## config.mk

```make
export PLATFORM = sky130hd
export DESIGN_NAME = watchdog_and_reset_control
export DESIGN_NICKNAME = d
export VERILOG_FILES = /design/src/hw/wdt_rst_pkg.sv /design/src/hw/watchdog_and_reset_control.sv
export SDC_FILE = /design/constraint.sdc
export NUM_CORES = 1
export LEC_CHECK = 0
export BUFFER_PORTS_ARGS = -buffer_cell sky130_fd_sc_hd__buf_2
export CAP_MARGIN = 10
export CORE_ASPECT_RATIO = 1.1
export CORE_MARGIN = 10
export CORE_UTILIZATION = 35
export DETAILED_ROUTE_END_ITERATION = 10
export RECOVER_POWER = 50
export SLEW_MARGIN = 5
export SYNTH_ARGS = -nofsm -noshare
export SYNTH_HDL_FRONTEND = slang
export SYNTH_SLANG_ARGS = --single-unit
export TNS_END_PERCENT = 10
```

## constraint.sdc

```tcl
create_clock -name clk_sys_i -period 31.8 [get_ports clk_sys_i]
set_input_delay 3.18 -clock clk_sys_i [delete_from_list [all_inputs] [get_ports clk_sys_i]]
set_output_delay 3.18 -clock clk_sys_i [all_outputs]
set_load 0.02 [all_outputs]
```

## src/hw/wdt_rst_pkg.sv

```systemverilog
package wdt_rst_pkg;
  // Reference clock period in picoseconds (200 MHz).
  localparam int CLK_PERIOD_PS = 5000;
  // Least time the device reset stays asserted after its last cause, in ns.
  localparam int RST_HOLD_NS = 100;
  // Least time rounds up to whole cycles.
  localparam int RST_HOLD_CYC = (RST_HOLD_NS * 1000 + CLK_PERIOD_PS - 1) / CLK_PERIOD_PS;
  localparam int HOLD_W = 8;
  localparam logic [HOLD_W-1:0] HOLD_LOAD = HOLD_W'(RST_HOLD_CYC);
  localparam logic [HOLD_W-1:0] HOLD_DONE = 8'h00;

  localparam int W16 = 16;
  localparam int W32 = 32;
  localparam int SUB16 = 2;
  localparam logic [W16-1:0] CNT16_RST = 16'h0000;
  localparam logic [W32-1:0] CNT32_RST = 32'h0000_0000;
  localparam logic [W16-1:0] CNT16_ONE = 16'h0001;
  localparam logic [W32-1:0] CNT32_ONE = 32'h0000_0001;

  // Pin sampler lanes and their idle levels.
  localparam int PIN_N = 5;
  localparam int PIN_ILO = 0;
  localparam int PIN_WCO = 1;
  localparam int PIN_XRST_N = 2;
  localparam int PIN_BOD = 3;
  localparam int PIN_HIB = 4;
  localparam logic [PIN_N-1:0] PIN_IDLE = 5'h04;

  // Reset cause record bit positions.
  localparam int CAUSE_W = 8;
  localparam int C_POR = 0;
  localparam int C_BOD = 1;
  localparam int C_EXT = 2;
  localparam int C_WDT = 3;
  localparam int C_MULTI_COUNTER_WATCHDOG = 4;
  localparam int C_SW = 5;
  localparam int C_PROT = 6;
  localparam int C_HIB = 7;
  localparam logic [CAUSE_W-1:0] CAUSE_RST = 8'h01;

  typedef enum logic [1:0] {PM_LP, PM_ULP, PM_DEEP_SLEEP, PM_HIBERNATE} power_mode_e;
  typedef enum logic [1:0] {MC_OFF, MC_INT, MC_RESET, MC_INT_RESET} match_mode_e;

  typedef struct packed {
    logic enable;
    logic reset_en;
    logic [W16-1:0] match;
  } basic_cfg_s;

  typedef struct packed {
    logic [SUB16-1:0][1:0] mode16;
    logic [SUB16-1:0][W16-1:0] match16;
    logic en32;
    logic [W32-1:0] match32;
  } mc_cfg_s;
endpackage

```

## src/hw/watchdog_and_reset_control.sv

```systemverilog
// How it works
// - Basic watchdog is one sixteen-bit free-running up counter.
// - Each multi-counter watchdog has two 16-bit counters, one 32-bit, selectable modes.
// - Every sixteen-bit counter can reset the whole device on match.
// - Every counter can raise an interrupt when it reaches its match value.
// - Basic watchdog counts only ticks of the low-speed internal oscillator.
// - Basic watchdog keeps counting in all four system power modes and wakes from deep sleep and hibernate.
// - Multi-counter watchdogs use the low-frequency clock, internal or crystal source.
// - Multi-counter watchdogs run in low-power through deep sleep, stop in hibernate.
// - An unserviced enabled watchdog that fires resets the device.
// - Power-on reset holds everything reset until the supply is good.
// - Brown-out on the digital supply resets the device.
// - External reset pin is active low; driving it low resets the device.
// - Firmware can request a device reset.
// - Protection fault gives an interrupt or a reset, as configured.
// - Wakeup from hibernate is carried out as a device reset.
// - Power-on, pin and brown-out resets assert asynchronously; every reset source returns logic to known state.
// - Reset causes are recorded in a record that survives device resets.
// - Low-speed internal oscillator runs near 32 kHz in every mode.
`timescale 1ns/1ps
module watchdog_and_reset_control #(
  parameter int NUM_MC = 2
) (
  input wire logic clk_sys_i,
  input wire logic rst_n_i,
  input wire logic low_speed_internal_osc_i,
  input wire logic watch_crystal_osc_i,
  input wire logic low_freq_clock_sel_wco_i,
  input wire logic external_reset_pin_n_i,
  input wire logic brownout_detect_i,
  input wire logic hibernate_wake_i,
  input wire wdt_rst_pkg::power_mode_e power_mode_i,
  input wire wdt_rst_pkg::basic_cfg_s basic_cfg_i,
  input wire logic basic_service_i,
  input wire wdt_rst_pkg::mc_cfg_s [NUM_MC-1:0] mc_cfg_i,
  input wire logic [NUM_MC-1:0][wdt_rst_pkg::SUB16:0] mc_service_i,
  input wire logic sw_reset_req_i,
  input wire logic prot_fault_i,
  input wire logic prot_reset_en_i,
  input wire logic [wdt_rst_pkg::CAUSE_W-1:0] cause_clear_i,
  output logic basic_irq_o,
  output logic [NUM_MC-1:0][wdt_rst_pkg::SUB16:0] mc_irq_o,
  output logic wake_o,
  output logic prot_irq_o,
  output logic device_reset_o,
  output logic [wdt_rst_pkg::CAUSE_W-1:0] reset_cause_o
);
  localparam int S = wdt_rst_pkg::SUB16;

  if (NUM_MC < 1 || NUM_MC > 8) begin : g_bad_num_mc
    $error("NUM_MC must lie between 1 and 8.");
  end

  logic [wdt_rst_pkg::PIN_N-1:0] pin_raw, s1, s2, s3, filt, filt_q;
  logic async_rst_n, ilo_tick, lf_tick, mc_run, ext_low, bod_on, hib_rise;
  logic [wdt_rst_pkg::HOLD_W-1:0] hold_cnt;
  logic int_req, fire_any_mc;
  logic [wdt_rst_pkg::CAUSE_W-1:0] cause_set;

  // Every pin passes three flops; a change counts once stages two and three agree.
  assign pin_raw = {hibernate_wake_i, brownout_detect_i, external_reset_pin_n_i,
                    watch_crystal_osc_i, low_speed_internal_osc_i};
  for (genvar p = 0; p < wdt_rst_pkg::PIN_N; p++) begin : g_pin
    always_ff @(posedge clk_sys_i or negedge rst_n_i) begin
      if (!rst_n_i) begin
        s1[p] <= wdt_rst_pkg::PIN_IDLE[p];
        s2[p] <= wdt_rst_pkg::PIN_IDLE[p];
        s3[p] <= wdt_rst_pkg::PIN_IDLE[p];
        filt[p] <= wdt_rst_pkg::PIN_IDLE[p];
        filt_q[p] <= wdt_rst_pkg::PIN_IDLE[p];
      end else begin
        s1[p] <= pin_raw[p];
        s2[p] <= s1[p];
        s3[p] <= s2[p];
        filt[p] <= (s2[p] == s3[p]) ? s3[p] : filt[p];
        filt_q[p] <= filt[p];
      end
    end
  end

  // Oscillator rising edges become one-cycle ticks on the system clock.
  assign ilo_tick = filt[wdt_rst_pkg::PIN_ILO] & ~filt_q[wdt_rst_pkg::PIN_ILO];
  assign lf_tick = low_freq_clock_sel_wco_i ? (filt[wdt_rst_pkg::PIN_WCO] & ~filt_q[wdt_rst_pkg::PIN_WCO])
                                   : ilo_tick;
  // Hibernate has no multi-counter operation, so their ticks are gated off there.
  assign mc_run = lf_tick & (power_mode_i != wdt_rst_pkg::PM_HIBERNATE);
  assign ext_low = ~filt[wdt_rst_pkg::PIN_XRST_N];
  assign bod_on = filt[wdt_rst_pkg::PIN_BOD];
  assign hib_rise = filt[wdt_rst_pkg::PIN_HIB] & ~filt_q[wdt_rst_pkg::PIN_HIB];

  // Power-on, pin and brown-out reset assert without a clock; release is synchronous.
  assign async_rst_n = rst_n_i & external_reset_pin_n_i & ~brownout_detect_i;

  // Basic watchdog counter, service latch and its match events.
  logic [wdt_rst_pkg::W16-1:0] basic_cnt;
  logic basic_svc, basic_ev, basic_fire, basic_wake_rst;
  assign basic_ev = ilo_tick & basic_cfg_i.enable & (basic_cnt == basic_cfg_i.match);
  always_ff @(posedge clk_sys_i or negedge async_rst_n) begin
    if (!async_rst_n) begin
      basic_cnt <= wdt_rst_pkg::CNT16_RST;
    end else if (device_reset_o) begin
      basic_cnt <= wdt_rst_pkg::CNT16_RST;
    end else if (ilo_tick && basic_svc) begin
      basic_cnt <= wdt_rst_pkg::CNT16_RST;
    end else if (ilo_tick && basic_cfg_i.enable) begin
      basic_cnt <= basic_cnt + wdt_rst_pkg::CNT16_ONE;
    end
  end

  // A service request waits for the next oscillator tick; a new request wins the clear.
  always_ff @(posedge clk_sys_i or negedge async_rst_n) begin
    if (!async_rst_n) begin
      basic_svc <= 1'b0;
    end else if (basic_service_i) begin
      basic_svc <= 1'b1;
    end else if (ilo_tick || device_reset_o) begin
      basic_svc <= 1'b0;
    end
  end

  // Firing registers: reset on match, and hibernate wakeup turns into a reset.
  always_ff @(posedge clk_sys_i or negedge async_rst_n) begin
    if (!async_rst_n) begin
      basic_fire <= 1'b0;
      basic_wake_rst <= 1'b0;
    end else begin
      basic_fire <= basic_ev & basic_cfg_i.reset_en & ~basic_svc & ~device_reset_o;
      basic_wake_rst <= (basic_ev & (power_mode_i == wdt_rst_pkg::PM_HIBERNATE)) | hib_rise;
    end
  end

  // Multi-counter watchdogs: two periodic 16-bit counters and one 32-bit counter each.
  logic [NUM_MC-1:0][S:0] mc_ev, mc_fire_ev;
  for (genvar m = 0; m < NUM_MC; m++) begin : g_mc
    logic [wdt_rst_pkg::W32-1:0] cnt32;
    logic [S:0] svc;
    for (genvar j = 0; j < S; j++) begin : g_sub
      logic [wdt_rst_pkg::W16-1:0] cnt;
      wdt_rst_pkg::match_mode_e mode;
      assign mode = wdt_rst_pkg::match_mode_e'(mc_cfg_i[m].mode16[j]);
      assign mc_ev[m][j] = mc_run & (mode != wdt_rst_pkg::MC_OFF)
                           & (cnt == mc_cfg_i[m].match16[j]);
      assign mc_fire_ev[m][j] = mc_ev[m][j] & ~svc[j]
                                & ((mode == wdt_rst_pkg::MC_RESET) | (mode == wdt_rst_pkg::MC_INT_RESET));
      always_ff @(posedge clk_sys_i or negedge async_rst_n) begin
        if (!async_rst_n) begin
          cnt <= wdt_rst_pkg::CNT16_RST;
        end else if (device_reset_o) begin
          cnt <= wdt_rst_pkg::CNT16_RST;
        end else if (mc_run && (svc[j] || mc_ev[m][j])) begin
          cnt <= wdt_rst_pkg::CNT16_RST;
        end else if (mc_run && mode != wdt_rst_pkg::MC_OFF) begin
          cnt <= cnt + wdt_rst_pkg::CNT16_ONE;
        end
      end
    end
    // The wide counter only interrupts; it never resets the device.
    assign mc_ev[m][S] = mc_run & mc_cfg_i[m].en32 & (cnt32 == mc_cfg_i[m].match32);
    assign mc_fire_ev[m][S] = 1'b0;
    always_ff @(posedge clk_sys_i or negedge async_rst_n) begin
      if (!async_rst_n) begin
        cnt32 <= wdt_rst_pkg::CNT32_RST;
      end else if (device_reset_o) begin
        cnt32 <= wdt_rst_pkg::CNT32_RST;
      end else if (mc_run && (svc[S] || mc_ev[m][S])) begin
        cnt32 <= wdt_rst_pkg::CNT32_RST;
      end else if (mc_run && mc_cfg_i[m].en32) begin
        cnt32 <= cnt32 + wdt_rst_pkg::CNT32_ONE;
      end
    end
    // Service latches of this instance; a fresh request wins the clear.
    always_ff @(posedge clk_sys_i or negedge async_rst_n) begin
      if (!async_rst_n) begin
        svc <= '0;
      end else begin
        svc <= mc_service_i[m] | (svc & {(S + 1){~(mc_run | device_reset_o)}});
      end
    end
  end

  // Interrupt and wake pulses, registered so every output leaves a flop.
  logic [NUM_MC-1:0][S:0] mc_int_en;
  logic mc_fire;
  always_comb begin
    for (int m = 0; m < NUM_MC; m++) begin
      for (int j = 0; j <= S; j++) begin
        mc_int_en[m][j] = (j == S) ? 1'b1
                          : ((mc_cfg_i[m].mode16[j] == wdt_rst_pkg::MC_INT)
                             | (mc_cfg_i[m].mode16[j] == wdt_rst_pkg::MC_INT_RESET));
      end
    end
  end
  always_ff @(posedge clk_sys_i or negedge async_rst_n) begin
    if (!async_rst_n) begin
      basic_irq_o <= 1'b0;
      mc_irq_o <= '0;
      wake_o <= 1'b0;
      prot_irq_o <= 1'b0;
      mc_fire <= 1'b0;
    end else begin
      basic_irq_o <= basic_ev;
      mc_irq_o <= mc_ev & mc_int_en;
      wake_o <= (power_mode_i == wdt_rst_pkg::PM_DEEP_SLEEP || power_mode_i == wdt_rst_pkg::PM_HIBERNATE)
                & (basic_ev | (|(mc_ev & mc_int_en)));
      prot_irq_o <= prot_fault_i & ~prot_reset_en_i;
      mc_fire <= (|mc_fire_ev) & ~device_reset_o;
    end
  end
  assign fire_any_mc = mc_fire;

  // Clocked reset requests restart the hold counter.
  assign int_req = basic_fire | fire_any_mc | basic_wake_rst | sw_reset_req_i
                   | (prot_fault_i & prot_reset_en_i);

  // Reset stretcher: asserted asynchronously, released after the hold time.
  always_ff @(posedge clk_sys_i or negedge async_rst_n) begin
    if (!async_rst_n) begin
      hold_cnt <= wdt_rst_pkg::HOLD_LOAD;
      device_reset_o <= 1'b1;
    end else begin
      if (int_req) begin
        hold_cnt <= wdt_rst_pkg::HOLD_LOAD;
      end else if (hold_cnt != wdt_rst_pkg::HOLD_DONE) begin
        hold_cnt <= hold_cnt - 8'h01;
      end
      device_reset_o <= int_req | (hold_cnt != wdt_rst_pkg::HOLD_DONE);
    end
  end

  // Cause record sits on power-on reset only, so device resets leave it alone.
  always_comb begin
    cause_set = '0;
    cause_set[wdt_rst_pkg::C_BOD] = bod_on;
    cause_set[wdt_rst_pkg::C_EXT] = ext_low;
    cause_set[wdt_rst_pkg::C_WDT] = basic_fire;
    cause_set[wdt_rst_pkg::C_MULTI_COUNTER_WATCHDOG] = fire_any_mc;
    cause_set[wdt_rst_pkg::C_SW] = sw_reset_req_i;
    cause_set[wdt_rst_pkg::C_PROT] = prot_fault_i & prot_reset_en_i;
    cause_set[wdt_rst_pkg::C_HIB] = basic_wake_rst;
  end
  always_ff @(posedge clk_sys_i or negedge rst_n_i) begin
    if (!rst_n_i) begin
      reset_cause_o <= wdt_rst_pkg::CAUSE_RST;
    end else begin
      reset_cause_o <= (reset_cause_o & ~cause_clear_i) | cause_set;
    end
  end
endmodule

```

# [After elaboration in Yosys (flattened, before gate mapping)]
# Index checks and enable logic that the tools add are counted.
[word_totals] reg_bits=203 inputBits=184 output_inout_bits=18
[op_classes] add_sub_neg=8 n_eq_ne=27 n_mux=26 bitwise_logic=73 reduce_logical=38
[op_table] op="$mux 16" count=15
[op_table] op="$mux 32" count=6
[op_table] op="$add 16x1->16 const B" count=5
[op_table] op="$eq 16x16->1" count=5
[op_table] op="$add 32x1->32 const B" count=2
[op_table] op="$eq 32x32->1" count=2
[op_table] op="$and 1x1->1" count=36
[op_table] op="$reduce_bool 3->1" count=7
[op_table] op="$eq 2x2->1 const B" count=10
[op_table] op="$mux 8" count=2
[op_table] op="$or 1x1->1" count=16
[op_table] op="$logic_and 1x1->1" count=14
[op_table] op="$not 1->1" count=13
[op_table] op="$reduce_bool 2->1" count=6
[op_table] op="$and 8x8->8" count=1
[op_table] op="$eq 2x1->1 const B" count=4
[op_table] op="$logic_or 1x1->1" count=8
[op_table] op="$not 8->8" count=1
[op_table] op="$or 8x8->8" count=1
[op_table] op="$reduce_bool 8->1" count=1
[op_table] op="$sub 8x1->8 const B" count=1
[op_table] op="$and 3x3->3" count=2
[op_table] op="$and 6x6->6" count=1
[op_table] op="$or 3x3->3" count=2
[op_table] op="other kinds (5)" count=11

# [Depth between registers and ports, before layout]
[depth] depth_word=10 depth_mapped=8 depth_no_buf=8

# [Least setup slack after synthesis]
# No wires, ideal clock.
[synth_timing] path_type="input port to flip-flop" from="input port low_freq_clock_sel_wco_i" to="register g_mc[0].cnt32[29] (netlist name)" setup_ns=0.130 arrival_ns=5.003 t_required_ns=31.670 setup_slack_ns=26.667 stages=8 path_buffers=2 path_cell_list="or3b_1 -> buf_6 -> a2111oi_4 -> or4b_1 -> buf_6 -> nor3_4 -> xnor2_1 -> nor2_2"
[synth_via] elab_chain_cells=8
[synth_lines] item="start: declaration" line="watchdog_and_reset_control.sv:28" rtl="input wire logic low_freq_clock_sel_wco_i,"
[synth_lines] item="$mux 1 (*)" line="watchdog_and_reset_control.sv:83" rtl="assign lf_tick = low_freq_clock_sel_wco_i ? (filt[wdt_rst_pkg::PIN_WCO] & ~filt_q[wdt_rst_pkg::PIN_WCO])"
[synth_lines] item="$and 1x1->1 (*)" line="watchdog_and_reset_control.sv:86" rtl="assign mc_run = lf_tick & (power_mode_i != wdt_rst_pkg::PM_HIBERNATE);"
[synth_lines] item="$and 1x1->1 (2 in a row)" line="watchdog_and_reset_control.sv:158" rtl="assign mc_ev[m][S] = mc_run & mc_cfg_i[m].en32 & (cnt32 == mc_cfg_i[m].match32);"
[synth_lines] item="$logic_or 1x1->1" line="watchdog_and_reset_control.sv:165" rtl="end else if (mc_run && (svc[S] || mc_ev[m][S])) begin"
[synth_lines] item="$logic_and 1x1->1" line="watchdog_and_reset_control.sv:165"
[synth_lines] item="$mux 32" line="watchdog_and_reset_control.sv:165"
[synth_lines] item="$mux 32" line="watchdog_and_reset_control.sv:163" rtl="end else if (device_reset_o) begin"
[synth_lines] item="end signal: assignment" line="watchdog_and_reset_control.sv:162" rtl="cnt32 <= wdt_rst_pkg::CNT32_RST;"
[synth_lines] item="end signal: assignment" line="watchdog_and_reset_control.sv:164" rtl="cnt32 <= wdt_rst_pkg::CNT32_RST;"
[synth_lines] item="end signal: assignment" line="watchdog_and_reset_control.sv:166" rtl="cnt32 <= wdt_rst_pkg::CNT32_RST;"
[synth_lines] item="end: declaration" line="watchdog_and_reset_control.sv:135" rtl="logic [wdt_rst_pkg::W32-1:0] cnt32;"
# Every way passes the cells marked *; elsewhere a longest branch is shown, timed or not.
# A chain may end at the register's enable or synchronous reset.

==> run summary <==
The run finished, with violations left. The checks that failed: capacitance limit, slew limit. For this run, the slowest stage of the critical path takes 6.31 ns. The detailed-route wire length per cell is ~17 um. Broken down by cell family, the worst path's largest delay share belongs to buffers and inverters.

The worst hold-check path type is reg -> reg. In this run, post-CTS hold repair placed 0 buffers. STA puts the critical path data arrival time at 11.46 ns. The capturing instance or port of the critical path is g_mc[1].svc[1]. The library cell with the largest summed area after synthesis is sky130_fd_sc_hd__dfrtp_1. The maximum clock skew at final layout is 0.0138 ns.

The net count after synthesis is roughly 1300. For the pin with the worst max-slew slack, the measured transition is 9.32 ns. The global-route wire length before repair came out at between 40000 and 50000 um.

The combinational share of power came out at 0.069. Of the total power, the clock network draws 0.458. In this run the worst setup path begins at rst_n_i.

The number of synthesized register bits came out at ~200. The leakage power figure is 5.44 nW. The setup path with the least slack is of type in -> async. The fraction of synthesis flops using an asynchronous set or reset pin came out at 1.00. The max capacitance violation total is 2. The number of design rule violations left after detail routing is 0. The maximum operating frequency came out at 75.7 MHz. The global routing usage summed across all routing layers came out at 0.145.

After filler insertion, the fill cell instance count of the layout stands at 3039. The master cell of the clock root buffer is sky130_fd_sc_hd__clkbuf_16. The number of resized instances in the post-cts repair step came out at 0. The library cell used most frequently in the layout, excluding fill and tap cells, is sky130_fd_sc_hd__dfrtp_1. The synthesized area is 0.0107 mm^2. The quantity of I/O buffers inserted on ports is 201. The shortest clock period the worst path allows after layout came out at 13.21 ns. The count of warnings emitted by yosys is 0. The starting utilization of the core area is 0.354. The power per cell area came out at roughly 43 mW/mm^2. The switching power summed over all nets came out at 0.128 mW. The mean post-synth cell area is about 9.9 um^2. The antenna violation net count after detailed routing is 0. After clock tree synthesis, the clock-pin slew on the worst setup and hold paths is 0.06 ns.

The number of buffers and inverters on the critical path is 2. The wire length reported by the detailed router came out at 28600 um. The number of hold violations in the final report came out at 0. Dividing the final minimum period by the clock period gives 0.415.

The final-report setup violation count is 0. The fraction of power consumed by sequential logic came out at 0.473. The worst slack at placement is 25.65 ns.

The detail-routed via count per cell is between 4 and 5. The critical path crosses 4 cells after its start point. The fraction of power spent switching nets came out at 0.229. The number of detailed-routing iterations run before antenna repair came out at 5. The peak supply drop is about 28 uV. The most numerous cell on the critical path is sky130_fd_sc_hd__clkbuf_1. The share of Yosys cell area claimed by the top area cell type is 0.455. The number of buffers created by CTS is 22. The maximum count of clock buffers along a single path is 3. Setup repair after global routing left no endpoint under its margin. The setup total negative slack is 0 ns. Among all stages on the critical path, the largest delay is contributed by sky130_fd_sc_hd__clkbuf_1. The half-perimeter wire length after placement came out at 21700 um.

The die outline height came out at 204 um. In the post-synthesis netlist, the biggest area contributors are sky130_fd_sc_hd__dfrtp_1 45%, sky130_fd_sc_hd__xor2_1 14%, sky130_fd_sc_hd__xnor2_1 8.2%, sky130_fd_sc_hd__nor2_1 6.0%, sky130_fd_sc_hd__nand4_1 2.9%. The synthesized design contains 0 enable-type register cells. Leaving out fill and tap cells, the most frequent cells in the layout are 195 x sky130_fd_sc_hd__dfrtp_1, 177 x sky130_fd_sc_hd__buf_2, 174 x sky130_fd_sc_hd__xor2_1. The number of levels the H-tree was split into is 1.

The endpoint identified for the worst register-to-register timing path is g_mc[1].cnt32[30]. The worst setup path is captured at an asynchronous set/reset pin. At the worst endpoint, the required time is 30.05 ns. The largest driver fanout on the critical path came out at roughly 170. For the worst flop-to-flop path, the logic depth is 6. The setup slack of the worst register-to-register path came out at 28.56 ns. The via count of the first global-routing pass came out at roughly 8600. Traced cell by cell, the critical path runs through clkbuf_1 -> nand2_1 -> nor2_4 -> clkbuf_1. The startpoint identified for the worst register-to-register timing path is filt_q[0]. At the end of the flow, the number of nets in the layout was 1482. The total core area is about 0.030 mm^2. The internal power came out at between 0.4 and 0.5 mW. The gate count of the mapped netlist is between 1000 and 1500. From left edge to right edge, the die measures 187 um.

The final design utilization is 0.425. The most used flip-flop cell after synthesis is sky130_fd_sc_hd__dfrtp_1. The post-synthesis cell type count is 58. The source-to-sink clock delay at the later pin of the worst-skew pair is 0.51 ns.

The die covers 0.0381 mm^2. The post-synthesis to final-layout area growth came out at 20.1%. TritonCTS built the clock tree.

The largest net degree at the start of global routing came out at 173. The worst setup path is launched from an input pin. The total setup buffers inserted after CTS is 0. The violation count after the first detailed-routing iteration came out at 476. Routability-driven placement finished with a final weighted congestion of slightly above 0.8.

The number of core rows is 67. The vias after detailed routing is between 8000 and 9000. The I/O pin total came out at 202. In the final layout, the share of cells above drive strength 1 is 0.177. For this run, the register share of the synthesized area comes to 0.474. Headroom to the max-slew limit came out at -5.21. The least setup slack across all paths after layout is 18.59 ns. The initial antenna violation count came out at 4. The count of final max-slew check failures is 206.

The remaining global-route overflow is 0. The tree built by TritonCTS fans out to 203 sinks.
## routing by layer
metal / up-vias / GRT usage / part of all wire
met4: 4 / 0.0323 / 0.016
met3: 34 / 0.0265 / 0.048
met5: - / 0 / 0.00073
met1: 3914 / 0.181 / 0.44
li1: 4102 / - / -
met2: 181 / 0.256 / 0.50
## layout make-up
class | instances | area, um^2 | area share
diodes | 3 | 7.51 | 0.000582
clock buffers | 33 | 663 | 0.0514
clock inverters | 7 | 70.1 | 0.00544
inverters | 22 | 82.6 | 0.00641
multi-input cells | 837 | 5470 | 0.424
flip-flops and latches | 203 | 5090 | 0.395
well taps | 414 | 518 | 0.0402
repair buffers | 204 | 988 | 0.0767
## registers in the layout, indices dropped and copies added, names as in the netlist, 3 cells and up
register	cells
filt	4
mc_irq_o	6
filt_q	3
g_mc.svc	6
s1	5
hold_cnt	8
s3	5
s2	5
g_mc.cnt32	64
basic_cnt	16
reset_cause_o	8
g_mc.g_sub.cnt	64
## logic make-up (layout without fill, tap and decap cells)
group	Yosys count	after routing	share of synthesized area
AOI/OAI and AO/OA	74	74	0.0504
xor gates and xnor gates	275	275	0.224
adders and majority gates	13	13	0.0140
buffers and inverters	44	266	0.0169
DFF	203	203	0.474
muxes	3	3	0.00280
other	0	3	0
and+or+nand+nor	472	472	0.217
## worst reg2reg max path: cells and delay by family (launching register included)
| kind | cells | cell delay (ns) |
|---|---|---|
| compound gates | 3 | 1.76 |
| simple gates | 3 | 0.92 |
| flops | 1 | 0.40 |
## power by group through the flow
stage | Combinational, mW | Sequential (mW) | Clock (mW)
2_1_floorplan | 0.0183 | 0.270 | 0
3_3_place_gp | 0.0395 | 0.270 | 0
3_5_place_dp | 0.0401 | 0.270 | 0
4_1_cts | 0.0402 | 0.265 | 0.264
5_1_grt | 0.0432 | 0.265 | 0.275
6_report | 0.0387 | 0.265 | 0.257
## metrics by stage
step           hold WS, ns  instance area (um^2)  std cells  power, mW
2_1_floorplan        0.331                 10700       1084      0.288
3_3_place_gp         0.333                 12200       1679      0.309
3_5_place_dp         0.335                 12200       1679      0.310
4_1_cts              0.347                 12900       1719      0.570
5_1_grt              0.351                 12900       1721      0.583
6_report             0.340                 12900       1723      0.561
## synthesized netlist by cell type (11+ instances only)
cell type and instances:
sky130_fd_sc_hd__a21oi_1 19, sky130_fd_sc_hd__nor3_1 18, sky130_fd_sc_hd__o21ai_0 11, sky130_fd_sc_hd__dfrtp_1 195, sky130_fd_sc_hd__xor2_1 174, sky130_fd_sc_hd__a21o_1 16, sky130_fd_sc_hd__nor2_1 173, sky130_fd_sc_hd__clkbuf_1 17
sky130_fd_sc_hd__nand4_1 49, sky130_fd_sc_hd__nor4_1 34, sky130_fd_sc_hd__nand3_1 42, sky130_fd_sc_hd__inv_1 22, sky130_fd_sc_hd__and3_1 29, sky130_fd_sc_hd__nand2_1 73, sky130_fd_sc_hd__xnor2_1 101
## worst min path at each step
stage,slack (ns),startpoint,end,cells after the start
2_1_floorplan,0.33,s1[0],s2[0],0
3_3_place_gp,0.33,s1[0],s2[0],0
3_5_place_dp,0.33,s1[1],s2[1],0
4_1_cts,0.35,s1[0],s2[0],0
5_1_grt,0.35,s1[4],s2[4],0
6_report,0.34,s1[0],s2[0],0
No activity file was read; power rests on OpenSTA's default activity.
